$ cat config.mk
export PLATFORM = sky130hd
export DESIGN_NAME = cma_core_addr
export DESIGN_NICKNAME = d
export VERILOG_FILES = /design/src/verilog/cma_pkg.sv /design/src/verilog/cma_core_addr.sv /design/src/verilog/cma_mem.sv /design/src/verilog/cma_stack.sv
export SDC_FILE = /design/constraint.sdc
export NUM_CORES = 2
export LEC_CHECK = 0
export ABC_CLOCK_PERIOD_IN_PS = 6700
export BUFFER_PORTS_ARGS = -buffer_cell sky130_fd_sc_hd__buf_2
export CAP_MARGIN = 20
export CORE_UTILIZATION = 51
export CTS_CLUSTER_DIAMETER = 80
export DETAILED_ROUTE_END_ITERATION = 10
export HOLD_SLACK_MARGIN = 0.03
export PLACE_DENSITY = 0.64
export SLEW_MARGIN = 30
export SYNTH_ARGS = -nofsm -noshare
export SYNTH_HDL_FRONTEND = slang
export SYNTH_HIERARCHICAL = 1
export SYNTH_SLANG_ARGS = --single-unit
$ cat constraint.sdc
create_clock -name sys_clk -period 6.7 [get_ports sys_clk]
set_input_delay 1.005 -clock sys_clk [delete_from_list [all_inputs] [get_ports sys_clk]]
set_output_delay 1.005 -clock sys_clk [all_outputs]
set_load 0.01 [all_outputs]
$ cat src/verilog/cma_pkg.sv
/*
 * Shared constants and types for the core memory addressing block: core
 * register offsets, status bit positions, data memory map, stack and program
 * counter sizes, access states and the carrier structs.
 * Assumes one clock domain and that the CPU sequencer drives every request.
 */
package cma_pkg;

  // ****************************************
  // Core register offsets within a bank
  // ****************************************
  localparam logic [6:0] CMA_OFF_IND0 = 7'h00;
  localparam logic [6:0] CMA_OFF_IND1 = 7'h01;
  localparam logic [6:0] CMA_OFF_PCL = 7'h02;
  localparam logic [6:0] CMA_OFF_STATUS = 7'h03;
  localparam logic [6:0] CMA_OFF_P0L = 7'h04;
  localparam logic [6:0] CMA_OFF_P0H = 7'h05;
  localparam logic [6:0] CMA_OFF_P1L = 7'h06;
  localparam logic [6:0] CMA_OFF_P1H = 7'h07;
  localparam logic [6:0] CMA_OFF_BSR = 7'h08;
  localparam logic [6:0] CMA_OFF_WORKING_ACCUMULATOR = 7'h09;
  localparam logic [6:0] CMA_OFF_PROGRAM_COUNTER_HIGH_LATCH = 7'h0a;
  localparam logic [6:0] CMA_OFF_INTERRUPT_CONTROL = 7'h0b;
  localparam logic [6:0] CMA_OFF_SFR = 7'h0c;
  localparam logic [6:0] CMA_OFF_GPR = 7'h20;
  localparam logic [6:0] CMA_OFF_COMMON = 7'h70;

  // ****************************************
  // Status bits and reset values
  // ****************************************
  localparam int CMA_ST_TO = 4;
  localparam int CMA_ST_PD = 3;
  localparam int CMA_ST_Z = 2;
  localparam int CMA_ST_DC = 1;
  localparam int CMA_ST_C = 0;
  localparam logic [4:0] CMA_STATUS_RST = 5'h18;
  localparam logic [7:0] CMA_REG_RST = 8'h00;

  // ****************************************
  // Program space, stack and data map
  // ****************************************
  localparam int CMA_PC_W = 15;
  localparam int CMA_PFM_W = 14;
  localparam int CMA_STK_DEPTH = 16;
  localparam int CMA_STK_CW = 5;
  localparam logic [14:0] CMA_VEC_RESET = 15'h0000;
  localparam logic [14:0] CMA_VEC_IRQ = 15'h0004;
  localparam int CMA_PTR_PROG_BIT = 15;
  localparam int CMA_HE_LSB = 7;
  localparam int CMA_BANK_W = 5;
  localparam logic [7:0] CMA_GPR_BYTES = 8'h50;
  localparam logic [4:0] CMA_GPR_BANKS = 5'h03;
  localparam int CMA_RAM_AW = 8;
  localparam logic [3:0] CMA_COMMON_PAGE = 4'hf;

  typedef enum logic [1:0] {
    CMA_IDLE = 2'b00,
    CMA_WAIT = 2'b01,
    CMA_PFM = 2'b11,
    CMA_DONE = 2'b10
  } cma_state_type;

  typedef enum logic [2:0] {
    CMA_PC_HOLD = 3'h0,
    CMA_PC_INC = 3'h1,
    CMA_PC_JUMP = 3'h2,
    CMA_PC_CALL = 3'h3,
    CMA_PC_RET = 3'h4,
    CMA_PC_IRQ = 3'h5
  } cma_pc_op_type;

  typedef enum logic [1:0] {
    CMA_RG_CORE = 2'h0,
    CMA_RG_SFR = 2'h1,
    CMA_RG_GPR = 2'h2,
    CMA_RG_COMMON = 2'h3
  } cma_region_type;

  typedef struct packed {
    logic write;
    logic [6:0] offset;
    logic [7:0] wdata;
  } cma_req_type;

  typedef struct packed {
    logic we;
    logic sub;
    logic zero;
    logic dcarry;
    logic carry;
  } cma_alu_type;

endpackage

$ cat src/verilog/cma_core_addr.sv
/*
 * Core register file and memory addressing of the 8-bit CPU core: program
 * counter with return stack, two indirect pointers, banked data memory
 * decode with shared core registers and common RAM, program memory reads
 * through the pointers, and the arithmetic status register.
 * Assumes the CPU sequencer on the same clock issues one access at a time,
 * and that program memory answers a read one clock after pfm_rd.
 */
`timescale 1ns/1ps
module cma_core_addr
  import cma_pkg::*;
#(
  parameter bit LARGE_VARIANT = 1'b1
) (
  input wire logic sys_clk,
  input wire logic rst,
  input wire logic acc_valid,
  input wire cma_req_type acc_req,
  output logic acc_busy,
  output logic acc_done,
  output logic [7:0] acc_rdata,
  output logic acc_hi_endurance,
  output logic pfm_rd,
  output logic [CMA_PC_W-1:0] pfm_addr,
  input wire logic [CMA_PFM_W-1:0] pfm_word,
  input wire cma_alu_type alu_in,
  input wire logic wdt_expire,
  input wire logic wdt_clear,
  input wire logic sleep_enter,
  input wire cma_pc_op_type pc_op,
  input wire logic [CMA_PC_W-1:0] pc_target,
  output logic [CMA_PC_W-1:0] pc,
  input wire logic stack_fault_reset_en,
  input wire logic stk_ovf_clear,
  input wire logic stk_unf_clear,
  output logic stack_overflow_flag,
  output logic stack_underflow_flag,
  output logic soft_reset,
  output logic [7:0] status_out,
  output logic [7:0] working_accumulator,
  output logic [7:0] bank_selector,
  output logic [7:0] interrupt_control,
  output logic [7:0] program_counter_high_latch
);

  // ****************************************
  // Decode functions
  // ****************************************
  function automatic cma_region_type region_of(input logic [6:0] off);
    if (off < CMA_OFF_SFR) begin
      region_of = CMA_RG_CORE;
    end else if (off < CMA_OFF_GPR) begin
      region_of = CMA_RG_SFR;
    end else if (off < CMA_OFF_COMMON) begin
      region_of = CMA_RG_GPR;
    end else begin
      region_of = CMA_RG_COMMON;
    end
  endfunction

  function automatic logic [CMA_PC_W-1:0] wrap_pc(input logic [CMA_PC_W-1:0] a);
    if (LARGE_VARIANT) begin
      wrap_pc = {1'b0, a[13:0]};
    end else begin
      wrap_pc = {2'b00, a[12:0]};
    end
  endfunction

  function automatic logic in_hi_endurance(input logic [CMA_PC_W-1:0] a);
    if (LARGE_VARIANT) begin
      in_hi_endurance = &a[13:CMA_HE_LSB];
    end else begin
      in_hi_endurance = &a[12:CMA_HE_LSB];
    end
  endfunction

  // ****************************************
  // Registers
  // ****************************************
  cma_state_type state_q;
  logic [CMA_PC_W-1:0] pc_q;
  logic [15:0] ptr0_q;
  logic [15:0] ptr1_q;
  logic [4:0] bsr_q;
  logic [7:0] working_accumulator_q;
  logic [7:0] program_counter_high_latch_q;
  logic [7:0] interrupt_control_q;
  logic [4:0] status_q;
  logic ovf_q;
  logic unf_q;
  logic soft_reset_q;
  logic [7:0] rdata_q;
  logic [7:0] core_rd_q;
  logic ram_sel_q;
  logic prog_q;
  logic he_q;
  logic pfm_rd_q;
  logic [CMA_PC_W-1:0] pfm_addr_q;

  // ****************************************
  // Effective address
  // ****************************************
  logic is_ind;
  logic [15:0] ptr;
  logic [11:0] eff_addr;
  logic eff_prog;
  logic eff_none;
  cma_region_type eff_rg;
  logic [6:0] eff_off;
  logic [4:0] eff_bank;
  logic ram_hit;
  logic core_hit;
  logic take;
  logic wr;
  logic [CMA_RAM_AW-1:0] ram_idx;
  logic [7:0] mem_rdata;
  logic [7:0] core_val;

  assign is_ind = (acc_req.offset == CMA_OFF_IND0) || (acc_req.offset == CMA_OFF_IND1);
  assign ptr = (acc_req.offset == CMA_OFF_IND1) ? ptr1_q : ptr0_q;
  // Direct accesses take the bank from the selector
  assign eff_addr = is_ind ? ptr[11:0] : {bsr_q, acc_req.offset};
  assign eff_off = eff_addr[6:0];
  assign eff_bank = eff_addr[11:7];
  assign eff_prog = is_ind && ptr[CMA_PTR_PROG_BIT];
  // Pointer beyond the banked map, or pointing at a pointer port, finds nothing
  assign eff_none = is_ind && !eff_prog && ((ptr[14:12] != 3'h0) || (eff_off[6:1] == 6'h00));
  assign eff_rg = region_of(eff_off);
  assign ram_hit = !eff_prog && !eff_none
                   && (eff_rg == CMA_RG_COMMON
                       || (eff_rg == CMA_RG_GPR && eff_bank < CMA_GPR_BANKS));
  assign core_hit = !eff_prog && !eff_none && eff_rg == CMA_RG_CORE;
  assign take = acc_valid && state_q == CMA_IDLE;
  assign wr = take && acc_req.write;

  // One physical block serves the common area of every bank
  always_comb begin
    if (eff_rg == CMA_RG_COMMON) begin
      ram_idx = {CMA_COMMON_PAGE, eff_off[3:0]};
    end else begin
      ram_idx = 8'({3'h0, eff_bank} * CMA_GPR_BYTES) + ({1'b0, eff_off} - {1'b0, CMA_OFF_GPR});
    end
  end

  // Core register read mux; bank-independent
  always_comb begin
    core_val = 8'h00;
    if (core_hit) begin
      case (eff_off)
        CMA_OFF_PCL: core_val = pc_q[7:0];
        CMA_OFF_STATUS: core_val = {3'h0, status_q};
        CMA_OFF_P0L: core_val = ptr0_q[7:0];
        CMA_OFF_P0H: core_val = ptr0_q[15:8];
        CMA_OFF_P1L: core_val = ptr1_q[7:0];
        CMA_OFF_P1H: core_val = ptr1_q[15:8];
        CMA_OFF_BSR: core_val = {3'h0, bsr_q};
        CMA_OFF_WORKING_ACCUMULATOR: core_val = working_accumulator_q;
        CMA_OFF_PROGRAM_COUNTER_HIGH_LATCH: core_val = program_counter_high_latch_q;
        CMA_OFF_INTERRUPT_CONTROL: core_val = interrupt_control_q;
        default: core_val = 8'h00;
      endcase
    end
  end

  // ****************************************
  // Data RAM and return stack
  // ****************************************
  logic stk_push;
  logic stk_pop;
  logic [CMA_PC_W-1:0] stk_top;
  logic [CMA_PC_W-1:0] stk_data;
  logic stk_ovf;
  logic stk_unf;

  cma_mem #(
    .AW(CMA_RAM_AW),
    .DW(8)
  ) u_ram (
    .sys_clk(sys_clk),
    .we(wr && ram_hit),
    .addr(ram_idx),
    .wdata(acc_req.wdata),
    .rdata_q(mem_rdata)
  );

  assign stk_push = pc_op == CMA_PC_CALL || pc_op == CMA_PC_IRQ;
  assign stk_pop = pc_op == CMA_PC_RET;
  // A call returns past itself; an interrupt resumes the preempted word
  assign stk_data = (pc_op == CMA_PC_CALL) ? wrap_pc(pc_q + 15'h0001) : pc_q;

  cma_stack u_stack (
    .sys_clk(sys_clk),
    .rst(rst),
    .push(stk_push),
    .pop(stk_pop),
    .push_data(stk_data),
    .top_q(stk_top),
    .overflow(stk_ovf),
    .underflow(stk_unf)
  );

  // ****************************************
  // Access sequencer
  // ****************************************
  always_ff @(posedge sys_clk or posedge rst) begin
    if (rst) begin
      state_q <= CMA_IDLE;
    end else begin
      case (state_q)
        CMA_IDLE: state_q <= take ? CMA_WAIT : CMA_IDLE;
        CMA_WAIT: state_q <= prog_q ? CMA_PFM : CMA_DONE;
        CMA_PFM: state_q <= CMA_DONE;
        CMA_DONE: state_q <= CMA_IDLE;
        default: state_q <= CMA_IDLE;
      endcase
    end
  end

  always_ff @(posedge sys_clk or posedge rst) begin
    if (rst) begin
      core_rd_q <= 8'h00;
      ram_sel_q <= 1'b0;
      prog_q <= 1'b0;
      pfm_rd_q <= 1'b0;
      pfm_addr_q <= '0;
    end else begin
      pfm_rd_q <= 1'b0;
      if (take) begin
        core_rd_q <= core_val;
        ram_sel_q <= ram_hit;
        prog_q <= eff_prog;
        if (eff_prog && !acc_req.write) begin
          pfm_rd_q <= 1'b1;
          pfm_addr_q <= wrap_pc(ptr[14:0]);
        end
      end
    end
  end

  always_ff @(posedge sys_clk or posedge rst) begin
    if (rst) begin
      rdata_q <= 8'h00;
      he_q <= 1'b0;
    end else if (state_q == CMA_WAIT && !prog_q) begin
      rdata_q <= ram_sel_q ? mem_rdata : core_rd_q;
      he_q <= 1'b0;
    end else if (state_q == CMA_PFM) begin
      rdata_q <= prog_q && !pfm_rd_q ? pfm_word[7:0] : 8'h00;
      he_q <= in_hi_endurance(pfm_addr_q);
    end
  end

  // ****************************************
  // Core register writes
  // ****************************************
  // Program-memory targets fall outside core_hit and ram_hit, so the write drops
  always_ff @(posedge sys_clk or posedge rst) begin
    if (rst) begin
      ptr0_q <= 16'h0000;
      ptr1_q <= 16'h0000;
    end else if (wr && core_hit) begin
      case (eff_off)
        CMA_OFF_P0L: ptr0_q[7:0] <= acc_req.wdata;
        CMA_OFF_P0H: ptr0_q[15:8] <= acc_req.wdata;
        CMA_OFF_P1L: ptr1_q[7:0] <= acc_req.wdata;
        CMA_OFF_P1H: ptr1_q[15:8] <= acc_req.wdata;
        default: ;
      endcase
    end
  end

  always_ff @(posedge sys_clk or posedge rst) begin
    if (rst) begin
      bsr_q <= 5'h00;
      working_accumulator_q <= CMA_REG_RST;
      program_counter_high_latch_q <= CMA_REG_RST;
      interrupt_control_q <= CMA_REG_RST;
    end else if (wr && core_hit) begin
      case (eff_off)
        CMA_OFF_BSR: bsr_q <= acc_req.wdata[4:0];
        CMA_OFF_WORKING_ACCUMULATOR: working_accumulator_q <= acc_req.wdata;
        CMA_OFF_PROGRAM_COUNTER_HIGH_LATCH: program_counter_high_latch_q <= acc_req.wdata;
        CMA_OFF_INTERRUPT_CONTROL: interrupt_control_q <= acc_req.wdata;
        default: ;
      endcase
    end
  end

  // ****************************************
  // Status register
  // ****************************************
  always_ff @(posedge sys_clk or posedge rst) begin
    if (rst) begin
      status_q <= CMA_STATUS_RST;
    end else begin
      // Only hardware events move these two bits
      if (wdt_expire) begin
        status_q[CMA_ST_TO] <= 1'b0;
      end else if (wdt_clear || sleep_enter) begin
        status_q[CMA_ST_TO] <= 1'b1;
      end
      if (sleep_enter) begin
        status_q[CMA_ST_PD] <= 1'b0;
      end else if (wdt_clear) begin
        status_q[CMA_ST_PD] <= 1'b1;
      end
      if (alu_in.we) begin
        status_q[CMA_ST_Z] <= alu_in.zero;
        status_q[CMA_ST_DC] <= alu_in.sub ? !alu_in.dcarry : alu_in.dcarry;
        status_q[CMA_ST_C] <= alu_in.sub ? !alu_in.carry : alu_in.carry;
      end else if (wr && core_hit && eff_off == CMA_OFF_STATUS) begin
        status_q[2:0] <= acc_req.wdata[2:0];
      end
    end
  end

  // ****************************************
  // Program counter
  // ****************************************
  always_ff @(posedge sys_clk or posedge rst) begin
    if (rst) begin
      pc_q <= CMA_VEC_RESET;
    end else if (wr && core_hit && eff_off == CMA_OFF_PCL) begin
      pc_q <= wrap_pc({program_counter_high_latch_q[6:0], acc_req.wdata});
    end else begin
      case (pc_op)
        CMA_PC_INC: pc_q <= wrap_pc(pc_q + 15'h0001);
        CMA_PC_JUMP: pc_q <= wrap_pc(pc_target);
        CMA_PC_CALL: pc_q <= wrap_pc(pc_target);
        CMA_PC_RET: pc_q <= stk_top;
        CMA_PC_IRQ: pc_q <= CMA_VEC_IRQ;
        default: pc_q <= pc_q;
      endcase
    end
  end

  // ****************************************
  // Stack fault flags
  // ****************************************
  // A new fault in the clearing cycle keeps the flag set
  always_ff @(posedge sys_clk or posedge rst) begin
    if (rst) begin
      ovf_q <= 1'b0;
      unf_q <= 1'b0;
      soft_reset_q <= 1'b0;
    end else begin
      ovf_q <= stk_ovf || (ovf_q && !stk_ovf_clear);
      unf_q <= stk_unf || (unf_q && !stk_unf_clear);
      soft_reset_q <= (stk_ovf || stk_unf) && stack_fault_reset_en;
    end
  end

  // ****************************************
  // Outputs
  // ****************************************
  assign acc_busy = state_q != CMA_IDLE;
  assign acc_done = state_q == CMA_DONE;
  assign acc_rdata = rdata_q;
  assign acc_hi_endurance = he_q;
  assign pfm_rd = pfm_rd_q;
  assign pfm_addr = pfm_addr_q;
  assign pc = pc_q;
  assign stack_overflow_flag = ovf_q;
  assign stack_underflow_flag = unf_q;
  assign soft_reset = soft_reset_q;
  assign status_out = {3'h0, status_q};
  assign working_accumulator = working_accumulator_q;
  assign bank_selector = {3'h0, bsr_q};
  assign interrupt_control = interrupt_control_q;
  assign program_counter_high_latch = program_counter_high_latch_q;

endmodule

$ cat src/verilog/cma_mem.sv
/*
 * Small synchronous RAM with a registered read port, holding the general
 * and common data RAM. Read data appear one clock after the address.
 * Assumes one write or read per clock on a single port.
 */
`timescale 1ns/1ps
module cma_mem #(
  parameter int AW = 8,
  parameter int DW = 8
) (
  input wire logic sys_clk,
  input wire logic we,
  input wire logic [AW-1:0] addr,
  input wire logic [DW-1:0] wdata,
  output logic [DW-1:0] rdata_q
);

  logic [DW-1:0] mem [0:(1<<AW)-1];

  always_ff @(posedge sys_clk) begin
    if (we) begin
      mem[addr] <= wdata;
    end
    rdata_q <= mem[addr];
  end

endmodule

$ cat src/verilog/cma_stack.sv
/*
 * Hardware return stack: sixteen program counter words with a registered
 * top-of-stack and overflow/underflow detection.
 * Assumes push and pop never arrive in the same clock.
 */
`timescale 1ns/1ps
module cma_stack
  import cma_pkg::*;
(
  input wire logic sys_clk,
  input wire logic rst,
  input wire logic push,
  input wire logic pop,
  input wire logic [CMA_PC_W-1:0] push_data,
  output logic [CMA_PC_W-1:0] top_q,
  output logic overflow,
  output logic underflow
);

  logic [CMA_PC_W-1:0] mem [0:CMA_STK_DEPTH-1];
  logic [CMA_STK_CW-1:0] count_q;
  logic full;
  logic empty;

  assign full = count_q == CMA_STK_CW'(CMA_STK_DEPTH);
  assign empty = count_q == '0;
  assign overflow = push && full;
  assign underflow = pop && empty;

  // Full stack keeps its contents; the lost push is only flagged
  always_ff @(posedge sys_clk) begin
    if (push && !full) begin
      mem[count_q[3:0]] <= push_data;
    end
  end

  always_ff @(posedge sys_clk or posedge rst) begin
    if (rst) begin
      count_q <= '0;
      top_q <= '0;
    end else if (push && !full) begin
      count_q <= count_q + 5'h01;
      top_q <= push_data;
    end else if (pop && !empty) begin
      count_q <= count_q - 5'h01;
      top_q <= (count_q > 5'h01) ? mem[4'(count_q - 5'h02)] : '0;
    end
  end

endmodule

=== Word level (Yosys, flattened, before mapping) ===
Memory sizes are Yosys's and may differ from the RTL's. A register that Yosys moved wholly into a read port is not among the register bits.
Index checks and enable logic that the tools add are counted.
W data, S select, Z words.

* Memory bits (writable): 2288
* Logic and storage cells: 166
* Register bits: 140
* Output and inout bits: 85
* Memories kept: 2
* Input bits: 62

{| class="wikitable"
|+ Memories
! name !! depth !! width !! rd ports !! clocked after Yosys merged registers in !! wr ports !! RTL line !! RTL
|-
| u_ram.mem || 256 || 8 || 1 || 1 || 1 || cma_mem.sv:18 || <nowiki>logic [DW-1:0] mem [0:(1<<AW)-1];</nowiki>
|-
| u_stack.mem || 16 || 15 || 1 || 0 || 1 || cma_stack.sv:20 || <nowiki>logic [CMA_PC_W-1:0] mem [0:CMA_STK_DEPTH-1];</nowiki>
|}

* $mul: 1
* Magnitude comparators: 5
* Reductions and logical operators: 66
* Muxes and demuxes: 39
* Eq/ne operators: 22
* $add $sub $neg: 6

{| class="wikitable"
|+ Operators by type and width
! kind !! number
|-
| $pmux W8 S10 || 1
|-
| $mux W15 || 5
|-
| $pmux W15 S4 || 1
|-
| $mux W8 || 6
|-
| $eq A7 B3 Y1 const B || 4
|-
| $eq A7 B4 Y1 const B || 4
|-
| $logic_and A1 B1 Y1 || 23
|-
| $reduce_and A2 Y1 || 9
|-
| $mux W1 || 17
|-
| $mux W16 || 1
|-
| $add A14 B1 Y14 const B || 1
|-
| $eq A7 B2 Y1 const B || 2
|-
| $mux W12 || 1
|-
| $reduce_bool A2 Y1 || 6
|-
| $logic_not A1 Y1 || 11
|-
| $mux W5 || 2
|-
| $add A8 B8 Y8 || 1
|-
| $eq A2 B2 Y1 const B || 4
|-
| $logic_or A1 B1 Y1 || 8
|-
| $pmux W2 S4 || 1
|-
| $sub A7 B6 Y8 const B || 1
|-
| $eq A7 B1 Y1 const B || 1
|-
| $logic_not A7 Y1 || 1
|-
| $lt A7 B4 Y1 const B || 1
|-
| other kinds (22) || 27
|}

=== Longest topological paths before layout ===
* Depth in word-level cells: 14
* Depth in mapped cells: 21
* Depth with buffers taken out: 16

=== Hierarchy ===
Netlist, hierarchy kept.

{| class="wikitable"
|+ By module, submodules not included
! module !! cells each !! area an instance (µm²) !! sequential area each (µm²) !! times used
|-
| cma_mem || 3547 || 78492.8 || 61659.1 || 1
|-
| cma_stack || 565 || 10347.4 || 7707.4 || 1
|-
| cma_core_addr || 761 || 7516.0 || 3005.4 || 1
|}

=== Worst setup path before layout ===
OpenSTA, ideal clock, no wires.

* Path kind: input to register
* Start point: in acc_req[9] in the netlist's numbering
* End point: mem u_ram.mem[204][0] (netlist: u_ram/mem[102][0]), enable pin
* Slack: 761 ps
* Data required time: 6330 ps
* Path buffers: 4
* Stages on the path: 19
* Arrival: 5569 ps
* Library setup time: 370 ps
* Cells stage by stage: or4_1 -> buf_2 -> buf_2 -> a2111oi_0 -> nor2_1 -> ha_1 -> inv_1 -> ha_1 -> fa_1 -> xnor2_1 -> xnor2_1 -> xnor2_1 -> nor2_1 -> or3b_1 -> nor2b_1 -> clkbuf_1 -> nand2_1 -> clkbuf_1 -> nor2_1

* Elaborated cells on any way between the ends: 33
* Those cells by class: add/sub (2); mul (1); order compare (4); eq/ne (3); mux (8); reduce/logical (15)

{| class="wikitable"
|+ RTL lines
! item !! RTL line !! RTL
|-
| from (decl) || cma_core_addr.sv:18 || <nowiki>input wire cma_req_type acc_req,</nowiki>
|-
| $eq A7 B1 Y1 or $logic_not A7 Y1 (tied branches) || cma_core_addr.sv:119, cma_core_addr.sv:120 ||
|-
| $mux W16 or $logic_or A1 B1 Y1 (tied branches) || cma_core_addr.sv:120, cma_core_addr.sv:119 ||
|-
| $mux W12 (*) || cma_core_addr.sv:122 || <nowiki>assign eff_addr = is_ind ? ptr[11:0] : {bsr_q, acc_req.offset};</nowiki>
|-
| parallel branches: the longest is 5 deep, another holds $add A8 B8 Y8 || n/a ||
|-
| $mux W8 (*) || cma_core_addr.sv:138 || <nowiki>if (eff_rg == CMA_RG_COMMON) begin</nowiki>
|-
| named net ram_idx[7] || cma_core_addr.sv:115 || <nowiki>logic [CMA_RAM_AW-1:0] ram_idx;</nowiki>
|-
| to (decl) || cma_mem.sv:18 ||
|}

Mark *: on every way through the listed nets, which the timed path passes.

=== Worst setup path in the final report ===
* Start point: in acc_req[9] in the netlist's numbering
* End point: mem u_ram.mem[376][0] (netlist: u_ram/mem[188][0]), enable pin

The elaborated chain is that of the path after synthesis.

==> results.txt <==
The flow ran to the end, but the final reports show violations. The final reports fail on design-rule violations. The tools report the pin count of the biggest net entering global routing as 186. The clock network burns 38.6% of the power. After synthesis, the most frequently instantiated cells are 2,288 x sky130_fd_sc_hd__edfxtp_1, 545 x sky130_fd_sc_hd__mux4_2, 297 x sky130_fd_sc_hd__nor2_1, 281 x sky130_fd_sc_hd__a22oi_1, 183 x sky130_fd_sc_hd__clkbuf_1. The hold buffer count at CTS was 0; the sink count of the clock tree was 2,436. Relative to the synthesized area, the layout overhead comes to 13.5%.

Before CTS, the worst setup slack after placement is 262 ps. By area the synthesized netlist is led by sky130_fd_sc_hd__edfxtp_1 71%, sky130_fd_sc_hd__mux4_2 13%, sky130_fd_sc_hd__dfrtp_1 3.6%. Summed over its instances, the top area cell type makes up 71.3% of the synthesized netlist area. The floorplan step defined a die boundary enclosing 191,000 sq um. The worst path in the final design needs a cycle of 5680 ps, including I/O delays and setup. STA classifies the critical path endpoint as a flop.

The logs give 0 for the final count of pins violating max slew and 6 for the warning count from the yosys run. The switching power as a share of total power is 23.7%. After technology mapping, the gate count stands at 4,873.

The detail route stage leaves a number of antenna-violating nets equal to 0. The most area-hungry cell type in the Yosys netlist was sky130_fd_sc_hd__edfxtp_1. Die outline height: 437 um.

Summing every instance area after synthesis gives 96,400 sq um. After clock tree synthesis, the clock-pin slew on the worst setup and hold paths is 60 ps. In the routed layout, each cell is associated on average with a via count of 6.25.

Across the VDD grid, the largest voltage drop is 0.253 mV. The run gives 0 as the final number of hold-violating endpoints. Counting distinct cell types in the post-synthesis netlist gives 89. The number of setup buffers added after CTS is 0. The share of cells above drive strength 1 came out at 27.5%. The critical-path maximum fanout came out at 13. The fraction of registers with async set/reset was 5.75%. In the final timing run, aggregate negative setup slack is 0 ps.

For this run, the top clock speed supported by timing is 176 MHz. The post-synthesis average cell area is 19.8 sq um. In this run, flip-flops and latches consume 52.1% of the power. The via count of the first global-routing pass was 49.9k. Detail-routed net length per standard cell: 29.4 um. The number of filler instances in the final layout was 13.7k; the setup slack after layout was 1020 ps. The tools report the end-of-flow core utilization as 58.2%. The wire length reported by the detailed router is 236 mm. The worst min-delay path category is input pin to asynchronous set/reset pin. The startpoint kind of the worst setup timing path is an input pin. Dividing the final minimum period by the clock period gives 84.8%.

The floorplan has 159 rows. The logs give 3 for the clock tree buffer depth and 0 for the residual overflow from global routing. The logs give 9.3% for the share of power burned in combinational logic and 6160 ps for the data arrival time of the worst path. Summed over all nets, the switching power comes to 7.81 mW.

The floorplan step set the die width to 437 um. TritonCTS built the clock tree. After detailed routing, the number of remaining DRC violations is 124. The tools report the count of boundary I/O pins as 147.

sky130_fd_sc_hd__edfxtp_1 is the most common cell in the netlist. The run gives 24.8 ps as the worst setup skew after layout. In the final design database the tool counted 5,386 nets. Number of enable-type register cells in the synthesized netlist: 2,288.

After synthesis, flip-flops and latches occupy 75.1% of the total area. The logs give 5 for the initial antenna violation count and 344 mm for the global-route wire length before repair. For the detailed-routing iteration count for the pre-antenna-repair pass, the log shows 8. The cell sitting at the root of the clock tree is a sky130_fd_sc_hd__clkbuf_16. Setup repair after global routing left no endpoint under its margin. The data required time of the critical path is 7180 ps, and the number of port buffers is 132.

The final weighted congestion in routability-driven placement was 0.910; the final-report setup violation count was 0. The number of DRC violations after detailed-routing iteration 0 is 5,206. The analysis attributes to cell leakage a power of 35.6 nW. Dividing total power by cell area gives a power density of 301 nW/um^2. The number of max-cap violations was 0; the total CTS buffers was 237.

In the synthesized netlist the dominant register cell turns out to be sky130_fd_sc_hd__edfxtp_1. At the pin with the least slew margin, the transition time is 1040 ps. The total vias in the final route was 50.1k; the latest clock arrival within the worst-skew pair was 880 ps.

In this run, post-CTS repair resized a total of 0 instances. Measured against its own limit, the worst slew margin works out to 30.5%. Standard cell core area: 188,000 sq um.

The overall routing resource usage was 24.7%; the post-synthesis register bit count was 2,436. Critical setup path kind: input pin to flop. Once detailed placement completed, the half-perimeter wirelength came to 143 mm. The H-tree generated during clock tree synthesis spans 4 levels.

The run gives 25.1 mW as the internal power. The initial utilization of the core area, before any placement, comes to 51.3%.
==> cells by family (layout without fill, tap and decap cells) <==
group / after synthesis / in the layout / share of synthesized area, %
multiplexers: 719 / 719 / 14.7
adder cells (fa/ha/maj): 15 / 15 / 0.203
buffers and inverters: 362 / 991 / 1.76
XOR/XNOR: 24 / 24 / 0.218
AO/OA/AOI/OAI: 701 / 701 / 5.03
flip-flops: 2436 / 2436 / 75.1
other: 1 / 9 / 0.00389
AND/OR/NAND/NOR: 615 / 615 / 3.01
==> path summary, 6_finish.rpt <==
path	from	slack [ps]	end	cells after the start
worst min register to register	acc_rdata[0]	460	acc_rdata[0]	2
worst max-delay path	acc_req[9]	1020	u_ram/mem[188][0]	18
worst min-delay path	rst	250	pc[9]	2
worst max register to register	ptr0_q[7]	1360	u_ram/mem[188][0]	16
min in group sys_clk	wdt_expire	260	status_q[4]	2
max in group asynchronous	rst	5350	ptr0_q[15]	3
==> sequential cells by signal, indices dropped and copies added (netlist names), 2 cells and up <==
register,count
status_q,5
core_rd_q,8
u_stack/top_q,15
ptr1_q,16
u_stack/mem,240
interrupt_control,8
pc,15
u_stack/count_q,5
u_ram/mem,2048
pfm_addr,14
ptr0_q,16
bsr_q,5
state_q,2
u_ram/rdata_q,8
program_counter_high_latch,8
acc_rdata,8
working_accumulator,8
==> per-stage QoR <==
| step | std cells | area (sq um) | hold slack [ps] | total power [mW] |
|---|---|---|---|---|
| 2_1_floorplan | 4879 | 96400 | 452 | 19.3 |
| 3_3_place_gp | 7563 | 102000 | 446 | 20.4 |
| 3_5_place_dp | 7563 | 102000 | 452 | 20.5 |
| 4_1_cts | 8001 | 109000 | 191 | 33.1 |
| 5_1_grt | 8003 | 109000 | 232 | 33.9 |
| 6_report | 8005 | 109000 | 246 | 32.9 |
==> layout by cell type (no fill, tap or decap), types with 25 or more instances in the layout <==
cell type,instances
sky130_fd_sc_hd__edfxtp_1,2288
sky130_fd_sc_hd__nor3_1,52
sky130_fd_sc_hd__inv_1,42
sky130_fd_sc_hd__buf_4,353
sky130_fd_sc_hd__o21ai_0,61
sky130_fd_sc_hd__mux2_2,72
sky130_fd_sc_hd__clkbuf_1,61
sky130_fd_sc_hd__clkbuf_16,238
sky130_fd_sc_hd__o41ai_1,32
sky130_fd_sc_hd__buf_2,124
sky130_fd_sc_hd__nand2_1,99
sky130_fd_sc_hd__clkinv_1,60
sky130_fd_sc_hd__mux2i_1,91
sky130_fd_sc_hd__nor2b_1,25
sky130_fd_sc_hd__nand3_1,28
sky130_fd_sc_hd__dfrtp_1,136
sky130_fd_sc_hd__mux4_2,545
sky130_fd_sc_hd__a21oi_1,163
sky130_fd_sc_hd__nor2_1,295
sky130_fd_sc_hd__a22oi_1,281
sky130_fd_sc_hd__clkinv_2,33
==> critical path: stages <==
cell and delay (ps):
sky130_fd_sc_hd__buf_2 140, sky130_fd_sc_hd__or4_1 600, sky130_fd_sc_hd__buf_4 230, sky130_fd_sc_hd__nor2_2 120, sky130_fd_sc_hd__mux2_2 370, sky130_fd_sc_hd__ha_1 270, sky130_fd_sc_hd__inv_1 40, sky130_fd_sc_hd__ha_1 290
sky130_fd_sc_hd__fa_1 460, sky130_fd_sc_hd__xnor2_1 190, sky130_fd_sc_hd__xnor2_1 160, sky130_fd_sc_hd__xnor2_1 160, sky130_fd_sc_hd__nand2_1 80, sky130_fd_sc_hd__or3b_1 320, sky130_fd_sc_hd__nor2b_1 330, sky130_fd_sc_hd__buf_4 270
sky130_fd_sc_hd__nand2_1 330, sky130_fd_sc_hd__nor2_1 760
==> area by class of cell <==
cell class	count	area, sq um	share of cell area [%]
clock buffer	305	6270	5.73
tap	2495	3120	2.85
sequential	2436	72400	66.2
antenna	2	5.00	0.00458
multi-input combinational	2081	22500	20.5
clock inverter	133	1150	1.05
inverter	46	183	0.167
timing repair buffer	507	3840	3.51
==> power by group through the flow <==
stage,Combinational [mW],Clock [mW],Sequential (mW)
after floorplan,1.98,0,17.3
after global placement,3.01,0,17.4
after detailed placement,3.06,0,17.5
after CTS,3.07,12.9,17.1
after global routing,3.27,13.5,17.1
final,3.06,12.7,17.1
==> layer usage <==
layer	vias to the layer above	share of wire [%]	track usage, %	routed length, um
met5	-	0	0	0
met4	0	2.6	7.02	6190
met3	351	7.9	4.48	18600
met2	2184	48	39.3	114000
met1	26500	41	35.4	97200
li1	21100	-	-	-
(Power assumes the default switching activity.)
